$ cat src/verilog/adcts_consts.vh
/*
 * Constants for the converter timing and setup block: register indices,
 * field positions, reset values, encodings and stage codes.
 * Assumes it is included by bare name into the design files.
 */
`ifndef ADCTS_CONSTS_VH
`define ADCTS_CONSTS_VH

// Register indices as printed; the byte address is four times the index.
`define ADCTS_IDX_FILTER_OUT     10'h094
`define ADCTS_IDX_TRIG_TALLY     10'h099
`define ADCTS_IDX_REPEAT_TGT     10'h09a
`define ADCTS_IDX_POS_CHANNEL    10'h09f
`define ADCTS_IDX_SAMPLING_LEN   10'h10c
`define ADCTS_IDX_SAMPLE_LOAD    10'h10e
`define ADCTS_IDX_PRECHARGE_LEN  10'h10f
`define ADCTS_IDX_REF_SELECT     10'h116
`define ADCTS_IDX_CLK_DIVIDER    10'h118
`define ADCTS_IDX_CONTROL        10'h120
`define ADCTS_IDX_STATUS         10'h121

// Field widths.
`define ADCTS_DIV_W              6
`define ADCTS_CH_W               6
`define ADCTS_LEN_W              13
`define ADCTS_LOAD_W             5
`define ADCTS_MODE_W             3
`define ADCTS_STAGE_W            3

// Field positions inside the reference select register.
`define ADCTS_REF_LOWER_BIT      4
`define ADCTS_REF_UPPER_HI       1
`define ADCTS_REF_UPPER_LO       0

// Control register: start strobe at bit 0, mode field at bits 6:4.
`define ADCTS_CTL_START_BIT      0
`define ADCTS_CTL_MODE_HI        6
`define ADCTS_CTL_MODE_LO        4

// Reset values.
`define ADCTS_RST_BYTE           8'h00
`define ADCTS_RST_LEN            13'h0000
`define ADCTS_RST_MODE           3'h0

// Upper reference encodings.
`define ADCTS_UREF_SUPPLY        2'h0
`define ADCTS_UREF_RESERVED      2'h1
`define ADCTS_UREF_EXTERNAL      2'h2
`define ADCTS_UREF_FIXED         2'h3

// Computation modes.
`define ADCTS_MODE_BASIC         3'h0
`define ADCTS_MODE_ACCUM         3'h1
`define ADCTS_MODE_AVERAGE       3'h2
`define ADCTS_MODE_BURST         3'h3
`define ADCTS_MODE_LOWPASS       3'h4

// Stage codes reported in status.
`define ADCTS_STG_IDLE           3'h0
`define ADCTS_STG_PRECHARGE      3'h1
`define ADCTS_STG_ACQUIRE        3'h2
`define ADCTS_STG_CONVERT        3'h3

// Acquisition length used when precharge is set and acquisition is zero.
`define ADCTS_ACQ_LONG           14'h2000
// Conversion stage length in conversion clocks.
`define ADCTS_CONV_CLOCKS        14'h000e

`endif

$ cat src/verilog/adcts_clk_div.v
/*
 * Conversion clock tick generator: one pulse every 2*(div+1) system clocks.
 * Assumes a synchronous active-high reset and a divider setting that may
 * change at any time; a change takes effect on the count already running.
 */
`timescale 1ns/100ps
`include "adcts_consts.vh"

module adcts_clk_div #(
	parameter DIV_W = `ADCTS_DIV_W
) (
	input  wire             clk_sys,
	input  wire             srst,
	input  wire [DIV_W-1:0] divSel,
	output reg              tick_ff
);

	reg  [DIV_W:0] cnt_ff;
	wire [DIV_W:0] lastCnt;

	// Terminal count is 2*(div+1)-1, so a setting of zero ticks every other clock.
	assign lastCnt = {divSel, 1'b1};

	// The count is compared with >= so a lowered setting never strands it.
	always @(posedge clk_sys) begin
		if (srst) begin
			cnt_ff  <= {(DIV_W+1){1'b0}};
			tick_ff <= 1'b0;
		end else if (cnt_ff >= lastCnt) begin
			cnt_ff  <= {(DIV_W+1){1'b0}};
			tick_ff <= 1'b1;
		end else begin
			cnt_ff  <= cnt_ff + {{DIV_W{1'b0}}, 1'b1};
			tick_ff <= 1'b0;
		end
	end

endmodule

$ cat src/verilog/adcts_top.v
/*
 * Converter timing and setup block with a classic Wishbone slave.
 * Holds the divider, reference, channel, precharge, acquisition, sample load,
 * repeat target and trigger tally registers, and sequences the stages of
 * one conversion in conversion-clock ticks.
 * Assumes a single 200 MHz clock, synchronous active-high reset, and an
 * analogue front end that takes the decoded selects below as levels.
 */
// The Wishbone slave port is this design's own decision.
`timescale 1ns/100ps
`include "adcts_consts.vh"

module adcts_top #(
	parameter DIV_W  = `ADCTS_DIV_W,
	parameter CH_W   = `ADCTS_CH_W,
	parameter LEN_W  = `ADCTS_LEN_W,
	parameter LOAD_W = `ADCTS_LOAD_W
) (
	input  wire              clk_sys,
	input  wire              srst,
	input  wire              wb_cyc_i,
	input  wire              wb_stb_i,
	input  wire              wb_we_i,
	input  wire [11:0]       wb_adr_i,
	input  wire [3:0]        wb_sel_i,
	input  wire [31:0]       wb_dat_i,
	output reg  [31:0]       wb_dat_o,
	output reg               wb_ack_o,
	input  wire              convTrigger,
	input  wire [15:0]       filterValue,
	output reg               lowerRefExternal,
	output reg               upperRefSupply,
	output reg               upperRefExternal,
	output reg               upperRefFixed,
	output reg  [CH_W-1:0]   channelSelect,
	output reg  [LOAD_W-1:0] sampleLoadPf,
	output reg               prechargeActive,
	output reg               acquireActive,
	output reg               convertActive,
	output reg               thresholdCheck
);

	localparam ST_IDLE = 2'h0;
	localparam ST_PRE  = 2'h1;
	localparam ST_ACQ  = 2'h2;
	localparam ST_CONV = 2'h3;

	// Software-visible configuration.
	reg  [DIV_W-1:0]  divider_ff;
	reg               lowerRef_ff;
	reg  [1:0]        upperRef_ff;
	reg  [CH_W-1:0]   channel_ff;
	reg  [LEN_W-1:0]  preLen_ff;
	reg  [LEN_W-1:0]  acqLen_ff;
	reg  [LOAD_W-1:0] sampleLoad_ff;
	reg  [7:0]        repeatTgt_ff;
	reg  [7:0]        tally_ff;
	reg  [2:0]        mode_ff;

	// Sequencer state.
	reg  [1:0]        state_ff;
	reg  [1:0]        nxt_state;
	reg  [13:0]       stageCnt_ff;
	reg  [13:0]       nxt_stageCnt;
	reg               pending_ff;
	reg  [2:0]        stageCode;

	wire              convTick;
	wire              access;
	wire              wrStb;
	wire [9:0]        regIdx;
	wire              tallyModeOn;
	wire              startWr;
	wire [13:0]       acqCount;

	adcts_clk_div #(
		.DIV_W (DIV_W)
	) u_div (
		.clk_sys (clk_sys),
		.srst    (srst),
		.divSel  (divider_ff),
		.tick_ff (convTick)
	);

	// Word index from the byte address; the low two bits select nothing.
	assign regIdx  = wb_adr_i[11:2];
	assign access  = wb_cyc_i & wb_stb_i & ~wb_ack_o;
	assign wrStb   = access & wb_we_i;
	assign startWr = wrStb & (regIdx == `ADCTS_IDX_CONTROL) & wb_sel_i[0] & wb_dat_i[`ADCTS_CTL_START_BIT];

	// Only the three averaging-style modes use the repeat machinery.
	assign tallyModeOn = (mode_ff == `ADCTS_MODE_LOWPASS) | (mode_ff == `ADCTS_MODE_BURST) |
		(mode_ff == `ADCTS_MODE_AVERAGE);

	// Zero acquisition after a real precharge stretches to the long figure instead of vanishing.
	assign acqCount = ((acqLen_ff == `ADCTS_RST_LEN) && (preLen_ff != `ADCTS_RST_LEN)) ?
		`ADCTS_ACQ_LONG : {1'b0, acqLen_ff};

	// Configuration writes; each register only honours the byte lanes it owns.
	always @(posedge clk_sys) begin
		if (srst) begin
			divider_ff    <= {DIV_W{1'b0}};
			lowerRef_ff   <= 1'b0;
			upperRef_ff   <= `ADCTS_UREF_SUPPLY;
			channel_ff    <= {CH_W{1'b0}};
			preLen_ff     <= `ADCTS_RST_LEN;
			acqLen_ff     <= `ADCTS_RST_LEN;
			sampleLoad_ff <= {LOAD_W{1'b0}};
			repeatTgt_ff  <= `ADCTS_RST_BYTE;
			mode_ff       <= `ADCTS_RST_MODE;
		end else if (wrStb) begin
			case (regIdx)
				`ADCTS_IDX_CLK_DIVIDER: begin
					if (wb_sel_i[0]) divider_ff <= wb_dat_i[DIV_W-1:0];
				end
				`ADCTS_IDX_REF_SELECT: begin
					if (wb_sel_i[0]) begin
						lowerRef_ff <= wb_dat_i[`ADCTS_REF_LOWER_BIT];
						upperRef_ff <= wb_dat_i[`ADCTS_REF_UPPER_HI:`ADCTS_REF_UPPER_LO];
					end
				end
				`ADCTS_IDX_POS_CHANNEL: begin
					if (wb_sel_i[0]) channel_ff <= wb_dat_i[CH_W-1:0];
				end
				`ADCTS_IDX_PRECHARGE_LEN: begin
					if (wb_sel_i[0]) preLen_ff[7:0] <= wb_dat_i[7:0];
					if (wb_sel_i[1]) preLen_ff[LEN_W-1:8] <= wb_dat_i[LEN_W-1:8];
				end
				`ADCTS_IDX_SAMPLING_LEN: begin
					if (wb_sel_i[0]) acqLen_ff[7:0] <= wb_dat_i[7:0];
					if (wb_sel_i[1]) acqLen_ff[LEN_W-1:8] <= wb_dat_i[LEN_W-1:8];
				end
				`ADCTS_IDX_SAMPLE_LOAD: begin
					if (wb_sel_i[0]) sampleLoad_ff <= wb_dat_i[LOAD_W-1:0];
				end
				`ADCTS_IDX_REPEAT_TGT: begin
					if (wb_sel_i[0]) repeatTgt_ff <= wb_dat_i[7:0];
				end
				`ADCTS_IDX_CONTROL: begin
					if (wb_sel_i[0]) mode_ff <= wb_dat_i[`ADCTS_CTL_MODE_HI:`ADCTS_CTL_MODE_LO];
				end
				default: begin
				end
			endcase
		end
	end

	// The tally has no reset on purpose so that it survives the block reset.
	// A trigger in the same cycle as a software write wins, so no event is lost.
	always @(posedge clk_sys) begin
		if (convTrigger && tallyModeOn) begin
			if (tally_ff >= repeatTgt_ff)
				tally_ff <= 8'h01;
			else
				tally_ff <= tally_ff + 8'h01;
		end else if (wrStb && (regIdx == `ADCTS_IDX_TRIG_TALLY) && wb_sel_i[0]) begin
			tally_ff <= wb_dat_i[7:0];
		end
	end

	// Threshold check pulse when the tally reaches the target.
	always @(posedge clk_sys) begin
		if (srst)
			thresholdCheck <= 1'b0;
		else
			thresholdCheck <= convTrigger & tallyModeOn &
				((tally_ff >= repeatTgt_ff) ? (repeatTgt_ff == 8'h01) :
				(tally_ff + 8'h01 == repeatTgt_ff));
	end

	// A start request is latched until the sequencer is idle to take it.
	always @(posedge clk_sys) begin
		if (srst)
			pending_ff <= 1'b0;
		else if (convTrigger || startWr)
			pending_ff <= 1'b1;
		else if (state_ff == ST_IDLE)
			pending_ff <= 1'b0;
	end

	// Stage sequencer: counts whole conversion clocks, skipping zero-length stages.
	always @* begin
		nxt_state    = state_ff;
		nxt_stageCnt = stageCnt_ff;
		case (state_ff)
			ST_IDLE: begin
				if (pending_ff) begin
					if (preLen_ff != `ADCTS_RST_LEN) begin
						nxt_state    = ST_PRE;
						nxt_stageCnt = {1'b0, preLen_ff};
					end else if (acqCount != 14'h0000) begin
						nxt_state    = ST_ACQ;
						nxt_stageCnt = acqCount;
					end else begin
						nxt_state    = ST_CONV;
						nxt_stageCnt = `ADCTS_CONV_CLOCKS;
					end
				end
			end
			ST_PRE: begin
				if (convTick) begin
					if (stageCnt_ff == 14'h0001) begin
						nxt_state    = ST_ACQ;
						nxt_stageCnt = acqCount;
					end else begin
						nxt_stageCnt = stageCnt_ff - 14'h0001;
					end
				end
			end
			ST_ACQ: begin
				if (convTick) begin
					if (stageCnt_ff == 14'h0001) begin
						nxt_state    = ST_CONV;
						nxt_stageCnt = `ADCTS_CONV_CLOCKS;
					end else begin
						nxt_stageCnt = stageCnt_ff - 14'h0001;
					end
				end
			end
			ST_CONV: begin
				if (convTick) begin
					if (stageCnt_ff == 14'h0001)
						nxt_state = ST_IDLE;
					else
						nxt_stageCnt = stageCnt_ff - 14'h0001;
				end
			end
			default: begin
				nxt_state = ST_IDLE;
			end
		endcase
	end

	always @(posedge clk_sys) begin
		if (srst) begin
			state_ff    <= ST_IDLE;
			stageCnt_ff <= 14'h0000;
		end else begin
			state_ff    <= nxt_state;
			stageCnt_ff <= nxt_stageCnt;
		end
	end

	// Stage code for status, one pass only.
	always @* begin
		case (state_ff)
			ST_PRE:  stageCode = `ADCTS_STG_PRECHARGE;
			ST_ACQ:  stageCode = `ADCTS_STG_ACQUIRE;
			ST_CONV: stageCode = `ADCTS_STG_CONVERT;
			default: stageCode = `ADCTS_STG_IDLE;
		endcase
	end

	// Registered analogue selects so the front end sees glitch-free levels.
	always @(posedge clk_sys) begin
		if (srst) begin
			lowerRefExternal <= 1'b0;
			upperRefSupply   <= 1'b1;
			upperRefExternal <= 1'b0;
			upperRefFixed    <= 1'b0;
			channelSelect    <= {CH_W{1'b0}};
			sampleLoadPf     <= {LOAD_W{1'b0}};
			prechargeActive  <= 1'b0;
			acquireActive    <= 1'b0;
			convertActive    <= 1'b0;
		end else begin
			lowerRefExternal <= lowerRef_ff;
			upperRefSupply   <= (upperRef_ff == `ADCTS_UREF_SUPPLY);
			upperRefExternal <= (upperRef_ff == `ADCTS_UREF_EXTERNAL);
			upperRefFixed    <= (upperRef_ff == `ADCTS_UREF_FIXED);
			channelSelect    <= channel_ff;
			sampleLoadPf     <= sampleLoad_ff;
			prechargeActive  <= (nxt_state == ST_PRE);
			acquireActive    <= (nxt_state == ST_ACQ);
			convertActive    <= (nxt_state == ST_CONV);
		end
	end

	// Wishbone answer: one wait cycle, ack for one cycle, unmapped reads give zero.
	always @(posedge clk_sys) begin
		if (srst) begin
			wb_ack_o <= 1'b0;
			wb_dat_o <= 32'h00000000;
		end else begin
			wb_ack_o <= access;
			wb_dat_o <= 32'h00000000;
			if (access && !wb_we_i) begin
				case (regIdx)
					`ADCTS_IDX_FILTER_OUT:    wb_dat_o <= {16'h0000, filterValue};
					`ADCTS_IDX_TRIG_TALLY:    wb_dat_o <= {24'h000000, tally_ff};
					`ADCTS_IDX_REPEAT_TGT:    wb_dat_o <= {24'h000000, repeatTgt_ff};
					`ADCTS_IDX_POS_CHANNEL:   wb_dat_o <= {{(32-CH_W){1'b0}}, channel_ff};
					`ADCTS_IDX_SAMPLING_LEN:  wb_dat_o <= {{(32-LEN_W){1'b0}}, acqLen_ff};
					`ADCTS_IDX_SAMPLE_LOAD:   wb_dat_o <= {{(32-LOAD_W){1'b0}}, sampleLoad_ff};
					`ADCTS_IDX_PRECHARGE_LEN: wb_dat_o <= {{(32-LEN_W){1'b0}}, preLen_ff};
					`ADCTS_IDX_REF_SELECT:    wb_dat_o <= {27'h0000000, lowerRef_ff, 2'h0, upperRef_ff};
					`ADCTS_IDX_CLK_DIVIDER:   wb_dat_o <= {{(32-DIV_W){1'b0}}, divider_ff};
					`ADCTS_IDX_CONTROL:       wb_dat_o <= {25'h0000000, mode_ff, 4'h0};
					`ADCTS_IDX_STATUS:        wb_dat_o <= {29'h00000000, stageCode};
					default:                  wb_dat_o <= 32'h00000000;
				endcase
			end
		end
	end

endmodule

$ cat config.mk
export PLATFORM = sky130hd
export DESIGN_NAME = adcts_top
export DESIGN_NICKNAME = d
export VERILOG_FILES = /design/src/verilog/adcts_clk_div.v /design/src/verilog/adcts_top.v
export VERILOG_INCLUDE_DIRS = /design/src /design/src/verilog
export SDC_FILE = /design/constraint.sdc
export NUM_CORES = 1
export LEC_CHECK = 0
export ABC_AREA = 1
export BUFFER_PORTS_ARGS = -buffer_cell sky130_fd_sc_hd__buf_2
export CAP_MARGIN = 20
export CORE_UTILIZATION = 51
export CTS_CLUSTER_DIAMETER = 200
export DETAILED_ROUTE_END_ITERATION = 10
export PLACE_DENSITY = 0.77
export SYNTH_ARGS = -nofsm -noshare
export SYNTH_HDL_FRONTEND = slang
export SYNTH_HIERARCHICAL = 1
export SYNTH_SLANG_ARGS = --single-unit
$ cat constraint.sdc
create_clock -name clk_sys -period 1.9 [get_ports clk_sys]
set_input_delay 0.095 -clock clk_sys [delete_from_list [all_inputs] [get_ports clk_sys]]
set_output_delay 0.095 -clock clk_sys [all_outputs]
set_load 0.01 [all_outputs]
# [Word level (Yosys, flattened, before mapping)]
# Index checks and enable logic that the tools add are counted.
[word_totals] output_inout_bits=52 wordCells=133 ff_bits=142 rom_bits=0 ram_bits=0 inputBits=70 latch_bits=0 memories=0
[op_classes] eq_ne=30 multipliers=0 bitwise_logic=12 reduce_logical=27 n_mux=30 addsub=3 n_div=0 magnitude_cmp=2 shift=0
[op_table] op="$pmux W16 S11" count=1
[op_table] op="$mux W14" count=10
[op_table] op="$eq A10 B9 Y1 const B" count=7
[op_table] op="$pmux W14 S4" count=1
[op_table] op="$eq A10 B8 Y1 const B" count=4
[op_table] op="$reduce_and A3 Y1" count=10
[op_table] op="$mux W8" count=3
[op_table] op="$mux W2" count=8
[op_table] op="$eq A14 B1 Y1 const B" count=1
[op_table] op="$reduce_bool A14 Y1" count=1
[op_table] op="$sub A14 B1 Y14 const B" count=1
[op_table] op="$logic_not A13 Y1" count=1
[op_table] op="$reduce_bool A13 Y1" count=1
[op_table] op="$eq A2 B2 Y1 const B" count=6
[op_table] op="$add A8 B1 Y8 const B" count=1
[op_table] op="$and A1 B1 Y1" count=8
[op_table] op="$eq A8 B1 Y1 const B" count=1
[op_table] op="$eq A8 B8 Y1" count=1
[op_table] op="$ge A8 B8 Y1" count=1
[op_table] op="$pmux W2 S4" count=1
[op_table] op="$add A7 B1 Y7 const B" count=1
[op_table] op="$ge A7 B7 Y1" count=1
[op_table] op="$eq A3 B2 Y1 const B" count=2
[op_table] op="$ne A2 B1 Y1 const B" count=3
[op_table] op="other kinds (14)" count=29

# [Longest topological paths before layout]
# Gate-level depths: netlist of the first run.
[depth] word_depth=9 depth_mapped=15 depth_no_buf=15

# [Hierarchy]
# Netlist of the first run, hierarchy kept.
[by_module_without_submodules] module="adcts_top" seq_area_each_um2=2442.3 cells_per_inst=923 n_inst=1 area_each_um2=6477.5
[by_module_without_submodules] module="adcts_clk_div" seq_area_each_um2=160.2 cells_per_inst=64 n_inst=1 area_each_um2=491.7

# [Worst setup path before layout of the first run]
# Ideal clock, no wire load.
[synth_path] path_kind="flip-flop to flip-flop" from="register wb_ack_o" to="register tally_ff[0] (enable)" path_stages_with_launch=6 synth_period_minus_slack_ps=1860 setup_slack_ps=40 path_buffers=0 t_arrival_ps=1476 required_time_ps=1516 setup_ps=384 path_cell_list="dfxtp_1 -> nor2_1 -> inv_1 -> nor2_1 -> nand2_2 -> o21ai_0"
[synth_between] elab_chain_len=6
[synth_rtl] item="start: declaration" line="adcts_top.v:28" rtl="output reg wb_ack_o,"
[synth_rtl] item="start signal: assignment" line="adcts_top.v:285" rtl="wb_ack_o <= access;"
[synth_rtl] item="$not A1 Y1" line="adcts_top.v:87" rtl="assign access = wb_cyc_i & wb_stb_i & ~wb_ack_o;"
[synth_rtl] item="$and A1 B1 Y1" line="adcts_top.v:87"
[synth_rtl] item="$and A1 B1 Y1" line="adcts_top.v:88" rtl="assign wrStb = access & wb_we_i;"
[synth_rtl] item="$logic_and A1 B1 Y1 (2 in series)" line="adcts_top.v:156" rtl="end else if (wrStb && (regIdx == `ADCTS_IDX_TRIG_TALLY) && wb_sel_i[0]) begin"
[synth_rtl] item="$reduce_bool A2 Y1 (no source line)"
[synth_rtl] item="end signal: assignment" line="adcts_top.v:155" rtl="tally_ff <= tally_ff + 8'h01;"
[synth_rtl] item="end signal: assignment" line="adcts_top.v:157" rtl="tally_ff <= wb_dat_i[7:0];"
[synth_rtl] item="end: declaration" line="adcts_top.v:57" rtl="reg [7:0] tally_ff;"
# No other way between the ends.
# A chain may end at the register's enable or synchronous reset.

# [Worst setup path after layout of the first run]
[layout_path] from="register tally_ff[1]" to="register thresholdCheck"
[layout_between] elab_chain_len=4 elab_cells_between_ends=5 cone_classes="add/sub: 1; order compare: 1; eq/ne: 1; mux: 1; bitwise: 1"
[layout_rtl] item="$add A8 B1 Y8" line="adcts_top.v:168" rtl="(tally_ff + 8'h01 == repeatTgt_ff));"
[layout_rtl] item="$eq A8 B8 Y1" line="adcts_top.v:168"
[layout_rtl] item="$mux W1 *" line="adcts_top.v:167" rtl="((tally_ff >= repeatTgt_ff) ? (repeatTgt_ff == 8'h01) :"
[layout_rtl] item="$and A1 B1 Y1 *" line="adcts_top.v:166" rtl="thresholdCheck <= convTrigger & tallyModeOn &"
[layout_rtl] item="end signal: assignment" line="adcts_top.v:166"
[layout_rtl] item="end: declaration" line="adcts_top.v:40" rtl="output reg thresholdCheck"
# Every way passes the cells marked *; elsewhere a longest branch is shown, timed or not.

==> results.md, run 1 <==
- Status: complete, but fails checks
- Failing checks: negative setup slack
- Initial Util: 52.4%
- Clk_skew: 0.00608 ns
- Num CTS Buffers: 17
- Yosys Warn Count: 6
- Vias/cell: 5.40
- Post-Synthesis Cells: roughly 990
- RSZ-0062 raised after global routing: true
- Worst-path fanout max: 4
- Peak supply drop: approximately 0.65 mV
- Final worst slack: -0.0626 ns
- Count of different cell masters after synthesis: 48
- Arr. time, crit path: 2.32 ns
- Total vias in the final route: 7,107
- Die area: 14,100 sq um
- Vias in the first global route: 6,284
- Power density cells: 858 nW/um^2
- 1st-iter DRT viols: 794
- Worst skew pair latency: 0.42 ns
- ANT cells: 0
- Die Y: around 120 um
- Rel. slew slack: 63.6%
- Synth-to-layout area growth: 24.6%
- Drt pass-1 iters: 5
- Critical path startpoint category: flop
- Row cnt: 42
- Most common cell after layout, fill and taps aside: nand2_1
- Detailed-route DRC error count: 0
- Total GRT Usage: between 20% and 30%
- Total power: about 7.4 mW
- Die width: 119 um
- WHS: about 0.0068 ns
- Clock-pin slew on the worst setup and hold paths: 0.06 ns
- Pin count of the biggest net entering global routing: between 40 and 50
- CP required: roughly 2.3 ns
- CTS tree: built
- CP Capture Type: flop
- Max-cap violations: 0
- First-pass GRT wire length: 31,900 um
- DR WL/cell: 15.8 um
- Nets: 1,214
- Fraction of layout cells with a size suffix above 1: 22.3%
- Synth Cell Area: 6970 sq um
- Root Buffer: clkbuf_16
- Post-DP HPWL: 15,100 um
- Placeable core area: 13,300 sq um
- Synthesized flop and latch total: 126
- Leak Pwr: 3.85 nW
- Post-route antenna net violation count: 0
- Post-synth EDFFs: 8
- Crit path time final: just under 2 ns
- CTS Sinks: 126
- Final wirelength: 20,800 um
- Ys async rst share: 0%
- Final setup vio count: 2
- Most frequent cells in the layout: 179 x nand2_1, 129 x inv_1, 114 x dfxtp_1, 111 x nor2_1, 82 x buf_2
- Seq/Total Area, Yosys: 37.3%
- Slew Viols, Final: 0
- Final Hold Violating Endpoints: 0
- Tcrit/Tclk final: 103%
- GRT overflow: 0
- Initial antenna violation count: 0
- Setup CP Type: reg -> reg
- Clk buf depth: 2
- Htree depth: 4
- Port Buffers: 82
- Worst slew pin tran: 0.547 ns
- Min-delay worst type: in -> reg
- IO Pins: 122
- Primary FF master, synth: dfxtp_1
- Fmax: roughly 500 MHz
- Syn avg cell area: ~7 sq um
- GPL Wtd Cong: 0.974
worst max-delay path, stage by stage (launching register included):
cell	delay [ns]
edfxtp_1	0.40
buf_4	0.15
ha_1	0.22
nand2_1	0.07
nor2_1	0.12
xor2_1	0.44
nor2_4	0.08
xor2_1	0.18
nand3_1	0.11
nor2_1	0.11
stage by stage:
step / std cells / setup TNS [ns] / utilization [%] / setup WS, ns / instance area [sq um]
2_1_floorplan: 1002 / 0 / - / 0.0404 / 7030
3_3_place_gp: 1263 / 0 / 58.2 / 0.0806 / 7740
3_5_place_dp: 1263 / -0.00636 / 58.2 / -0.00636 / 7740
4_1_cts: 1308 / 0 / 63.7 / 0.00466 / 8470
5_1_grt: 1315 / -0.742 / 65.3 / -0.191 / 8680
6_report: 1315 / -0.0698 / 65.3 / -0.0626 / 8680
cells in the mapped netlist (all sizes together), types with 8 or more instances:
cell / n / share of area [%]
nand4: 21 / 2.0
edfxtp: 8 / 3.4
nor3: 19 / 2.0
dfxtp: 118 / 34
clkbuf: 9 / 0.48
a21oi: 80 / 6.0
o211ai: 12 / 1.3
o21ai: 87 / 6.3
buf: 30 / 3.1
a211oi: 9 / 1.3
nor2: 143 / 9.2
inv: 142 / 7.6
nand2: 190 / 10
xor2: 13 / 1.6
nand3: 52 / 4.6
ha: 18 / 3.2
final cells by class:
class	instances	area, sq um
Fill cell	1153	4610
Timing Repair Buffer	144	936
Sequential cell	126	2610
Tap cell	176	220
Inverter	146	549
Multi-Input combinational cell	691	3780
Clock buffer	20	447
Clock inverter	12	138
state kept, by name (all words and copies together) (netlist names), 2 cells and up:
name	flops
acqLen_ff	13
channelSelect	6
channel_ff	6
divider_ff	6
mode_ff	3
preLen_ff	13
repeatTgt_ff	8
sampleLoadPf	5
sampleLoad_ff	5
stageCnt_ff	14
state_ff	2
tally_ff	8
u_div/cnt_ff	7
upperRef_ff	2
wb_dat_o	16
cell families (layout without fill, tap and decap cells):
kind of cell	after synthesis	after routing	share of synthesized area (%)
and+or+nand+nor	432	432	28.9
xor gates and xnor gates	16	16	2.01
DFF	126	126	37.3
AOI/OAI and AO/OA	209	209	17.1
adders and majority gates	18	18	3.23
buffers and inverters	185	322	11.4
other	1	16	0.0538
routing by layer:
| metal | vias to the layer above | GRT usage [%] | routed length [um] |
|---|---|---|---|
| li1 | 3481 | - | - |
| met1 | 3166 | 40.0 | 8960 |
| met2 | 406 | 43.0 | 8860 |
| met3 | 54 | 7.85 | 2220 |
| met4 | 0 | 12.5 | 772 |
| met5 | - | 0 | 0 |
worst paths after layout:
path	startpoint	end	slack [ns]	cells past startpoint
hold / removal	wb_dat_i[6]	preLen_ff[6]	0.007	3
setup / recovery	tally_ff[1]	thresholdCheck	-0.06	9
hold reg to reg	sampleLoad_ff[0]	sampleLoadPf[0]	0.45	2
setup reg to reg	tally_ff[1]	thresholdCheck	-0.06	9
power breakdown:
| group | switching (mW) | leakage [nW] | internal, mW |
|---|---|---|---|
| clock network | 1.23 | 0.281 | 1.97 |
| registers | 0.0988 | 1.03 | 2.77 |
| logic | 0.889 | 2.54 | 0.492 |
| total | 2.21 | 3.85 | 5.23 |
repair_timing:
action / in CTS / in global routing
hold buffers: 13 / 0
endpoints found under the setup margin: 1 / 22
pin swaps: 0 / 20
endpoints found under the hold margin: 20 / 0
buffers inserted: 0 / 7
resized for setup: 5 / 37
(Power assumes the default switching activity.)
==> run 2: changes to the inputs <==
--- a/config.mk
+++ b/config.mk
@@ -6,7 +6,6 @@
 export SDC_FILE = /design/constraint.sdc
 export NUM_CORES = 1
 export LEC_CHECK = 0
-export ABC_AREA = 1
 export BUFFER_PORTS_ARGS = -buffer_cell sky130_fd_sc_hd__buf_2
 export CAP_MARGIN = 20
 export CORE_UTILIZATION = 51
==> run 2 against run 1 <==
The flow still finishes with violations (negative setup slack). Total power increased by 11%. Critical path type unchanged. Clock-buffer cell count decreased by 2. Synthesized cell count decreased by 25%. Clock skew increased by 0.0031 ns. Sequential power about the same. Utilization increased by 12 points.
==> results.md, run 2 <==
- Port Buffers: 82 (unchanged)
- Count leader, synth: dfxtp_1
- Failing checks: negative setup slack
- Synth top area share: 36.0% (+2.1 points)
- Crit path time final: 2.20 ns (+0.233 ns)
- CTS tree: built
- Total GRT Usage: 33.4% (+4.3 points)
- Htree depth: 4 (unchanged)
- Die width: 115 um (-2.9%)
- Total vias in the final route: 7,117 (+0.14%)
- Non-filler cells in the finished layout: 1,170 (-11%)
- Worst-path fanout max: 6 (+2)
- RSZ-0062 raised after global routing: true
- Worst skew pair latency: 0.42 ns (about the same)
- Worst slew pin tran: 0.590 ns (+0.0438 ns)
- Synth area leader: dfxtp_1
- Most frequent cells in the layout: 148 x buf_4, 109 x dfxtp_1, 94 x nor2_1, 82 x buf_2, 60 x mux2i_1
- Setup CP Type: reg -> reg
- Final wirelength: 23,700 um (+14%)
- Share of power burned in registers: 34.7% (-3.8 points)
- Peak supply drop: 0.517 mV (-21%)
- Detailed-route DRC error count: 0 (unchanged)
- Slew Viols, Final: 0 (unchanged)
- Syn avg cell area: 8.89 sq um (+26%)
- Placed insts: 1,101 (-13%)
- Sw Pwr: 2.52 mW (+14%)
- Fraction of layout cells with a size suffix above 1: 38.2% (+16 points)
- Ys async rst share: 0% (unchanged)
- Largest regs: wb_dat_o: 16 flops, stageCnt_ff: 14 flops
- Clk_skew: 0.00913 ns (+0.00305 ns)
- 1st-iter DRT viols: 825 (+3.9%)
- Power density cells: 857 nW/um^2 (-0.17%)
- Final setup vio count: 21 (+19)
- Vias in the first global route: 6,778 (+7.9%)
- Row cnt: 41 (-2.4%)
- Post-Synthesis Cells: 738 (-25%)
- Synth-to-layout area growth: 47.2%
- Status: complete, but fails checks
- Root Buffer: clkbuf_16
- Die area: 13,300 sq um (-5.7%)
- GPL Wtd Cong: 0.957 (-1.8%)
- Most common cell after layout, fill and taps aside: buf_4
- Post-route antenna net violation count: 0 (unchanged)
- GRT overflow: 0 (unchanged)
- Nets: 1,073 (-12%)
- Initial antenna violation count: 0 (unchanged)
- Biggest register: wb_dat_o
- Clk buf depth: 2 (unchanged)
- Clock-pin slew on the worst setup and hold paths: 0.06 ns (about the same)
- # fillers: 779 (-32%)
- Initial Util: 52.2% (-0.19 points)
- DR WL/cell: 20.3 um (+28%)
- Num CTS Buffers: 17 (unchanged)
- ANT cells: 0 (unchanged)
- Count of different cell masters after synthesis: 73 (+52%)
- Clock network power share: 40.7% (-2.3 points)
- Final Hold Violating Endpoints: 0 (unchanged)
- Synth cell count leaders: 118 x dfxtp_1, 98 x nor2_1, 60 x mux2i_1
- Fmax: 455 MHz (-11%)
- Arr. time, crit path: 2.51 ns (+0.19 ns)
- Switching Fraction: 30.5% (+0.78 points)
- Drt pass-1 iters: 8 (+3)
- Min-delay worst type: in -> reg
- Synth Cell Area: 6560 sq um (-5.8%)
- Dominant cells by area after synthesis: dfxtp_1 36%, mux2i_1 9.1%, nor2_1 5.6%, edfxtp_1 3.7%, ha_1 3.4%
- Internal power: 5.75 mW (+9.9%)
- Seq/Total Area, Yosys: 39.6% (+2.3 points)
- Largest register FFs: 16 (unchanged)
- First-pass GRT wire length: 33,900 um (+6.1%)
- Yosys Warn Count: 6 (unchanged)
- Max-cap violations: 0 (unchanged)
- CTS Sinks: 126 (unchanged)
- Post-synth EDFFs: 8 (unchanged)
- Critical path startpoint category: flop
- IO Pins: 122 (unchanged)
- Leak Pwr: 4.00 nW (+4.0%)
- Rel. slew slack: 60.5% (-3.1 points)
- Pin count of the biggest net entering global routing: 37 (-9.8%)
- Final worst slack: -0.296 ns (-0.233 ns)
- Die Y: 115 um (-2.9%)
- Tcrit/Tclk final: 116% (+12 points)
- Synthesized flop and latch total: 126 (unchanged)
- Post-DP HPWL: 15,400 um (+1.9%)
- Placeable core area: 12,600 sq um (-5.5%)
- CP Capture Type: flop
- Vias/cell: 6.08 (+13%)
- CP required: 2.21 ns (-0.04 ns)
- Primary FF master, synth: dfxtp_1
- Total power: 8.27 mW (+11%)
- Comb pwr share: 24.6% (+6.1 points)
-- run 2: cell types whose count changed in the layout (fill, tap and decap cells not counted), moves of 14 or more --
cell / change
nand2_1: -147
buf_4: +104
inv_1: -99
o21ai_0: -68
mux2i_1: +60
a21oi_1: -56
nand3_1: -28
nor2b_1: +21
nor2_1: -17
nor2_2: -17
nand4_1: -16
buf_6: +14
-- run 2: cell families after synthesis --
logic type                 after synthesis  synth area share, %
AOI/OAI and AO/OA                      159                 16.9
buffers and inverters                   87                 6.18
xor gates and xnor gates                20                 2.67
other                                    1               0.0571
DFF                                    126                 39.6
and+or+nand+nor                        262                 21.1
adders and majority gates               20                 3.76
muxes                                   63                 9.66
-- run 2: worst max-delay path, stage by stage (launching register included) --
cell,delay (ns)
edfxtp_1,0.42
ha_2,0.19
or4_4,0.54
a21oi_4,0.15
o31ai_4,0.11
buf_6,0.16
nor2_4,0.07
o211ai_1,0.11
a2111oi_2,0.33
-- run 2: worst paths after layout --
path | from | end | slack, ns | cells past startpoint
hold reg to reg | sampleLoad_ff[4] | sampleLoadPf[4] | 0.50 | 1
hold / removal | wb_stb_i | wb_ack_o | 0.04 | 4
setup / recovery | tally_ff[1] | thresholdCheck | -0.30 | 8
setup reg to reg | tally_ff[1] | thresholdCheck | -0.30 | 8
-- run 2: cell type report --
class | count | area [sq um] | share of cell area, %
clock buffers | 18 | 429 | 4.44
clock inverters | 14 | 180 | 1.87
inverters | 34 | 131 | 1.36
multi-input cells | 541 | 4200 | 43.4
flip-flops and latches | 126 | 2610 | 27.1
well taps | 172 | 215 | 2.23
repair buffers | 265 | 1890 | 19.6
-- run 2: stage by stage --
stage	util [%]	worst slack [ns]	area (sq um)	TNS (ns)	hold WS (ns)
after global routing	76.9	-0.442	9660	-4.41	0.0633
after global placement	64.8	-0.213	8150	-2.75	0.318
after CTS	73.2	-0.276	9200	-1.11	0.0207
after floorplan	-	-0.254	6700	-0.730	0.221
final	76.9	-0.296	9660	-2.87	0.0354
after detailed placement	64.8	-0.366	8150	-3.52	0.324
-- run 2: power groups by stage --
stage               clock network [mW]  registers (mW)  logic [mW]
floorplan                            0            2.91       0.907
global placement                     0            2.90        1.40
detailed placement                   0            2.91        1.43
CTS                               3.37            2.86        1.63
global route                      3.50            2.88        2.15
finish                            3.37            2.87        2.03
-- run 2: what timing repair did --
item                                    CTS  global route
endpoints found under the hold margin    21             0
buffers inserted                         14             8
endpoints found under the setup margin   25            27
resized for setup                        34            84
hold buffers                             17             0
pin swaps                                17            44
gates cloned                              0             1
-- run 2: metal layers --
layer	vias to the layer above	GRT usage, %	share of wire [%]
li1	3152	-	-
met1	3332	41.2	39
met2	498	55.0	47
met3	135	6.80	8.9
met4	0	18.2	5.2
met5	-	0	0
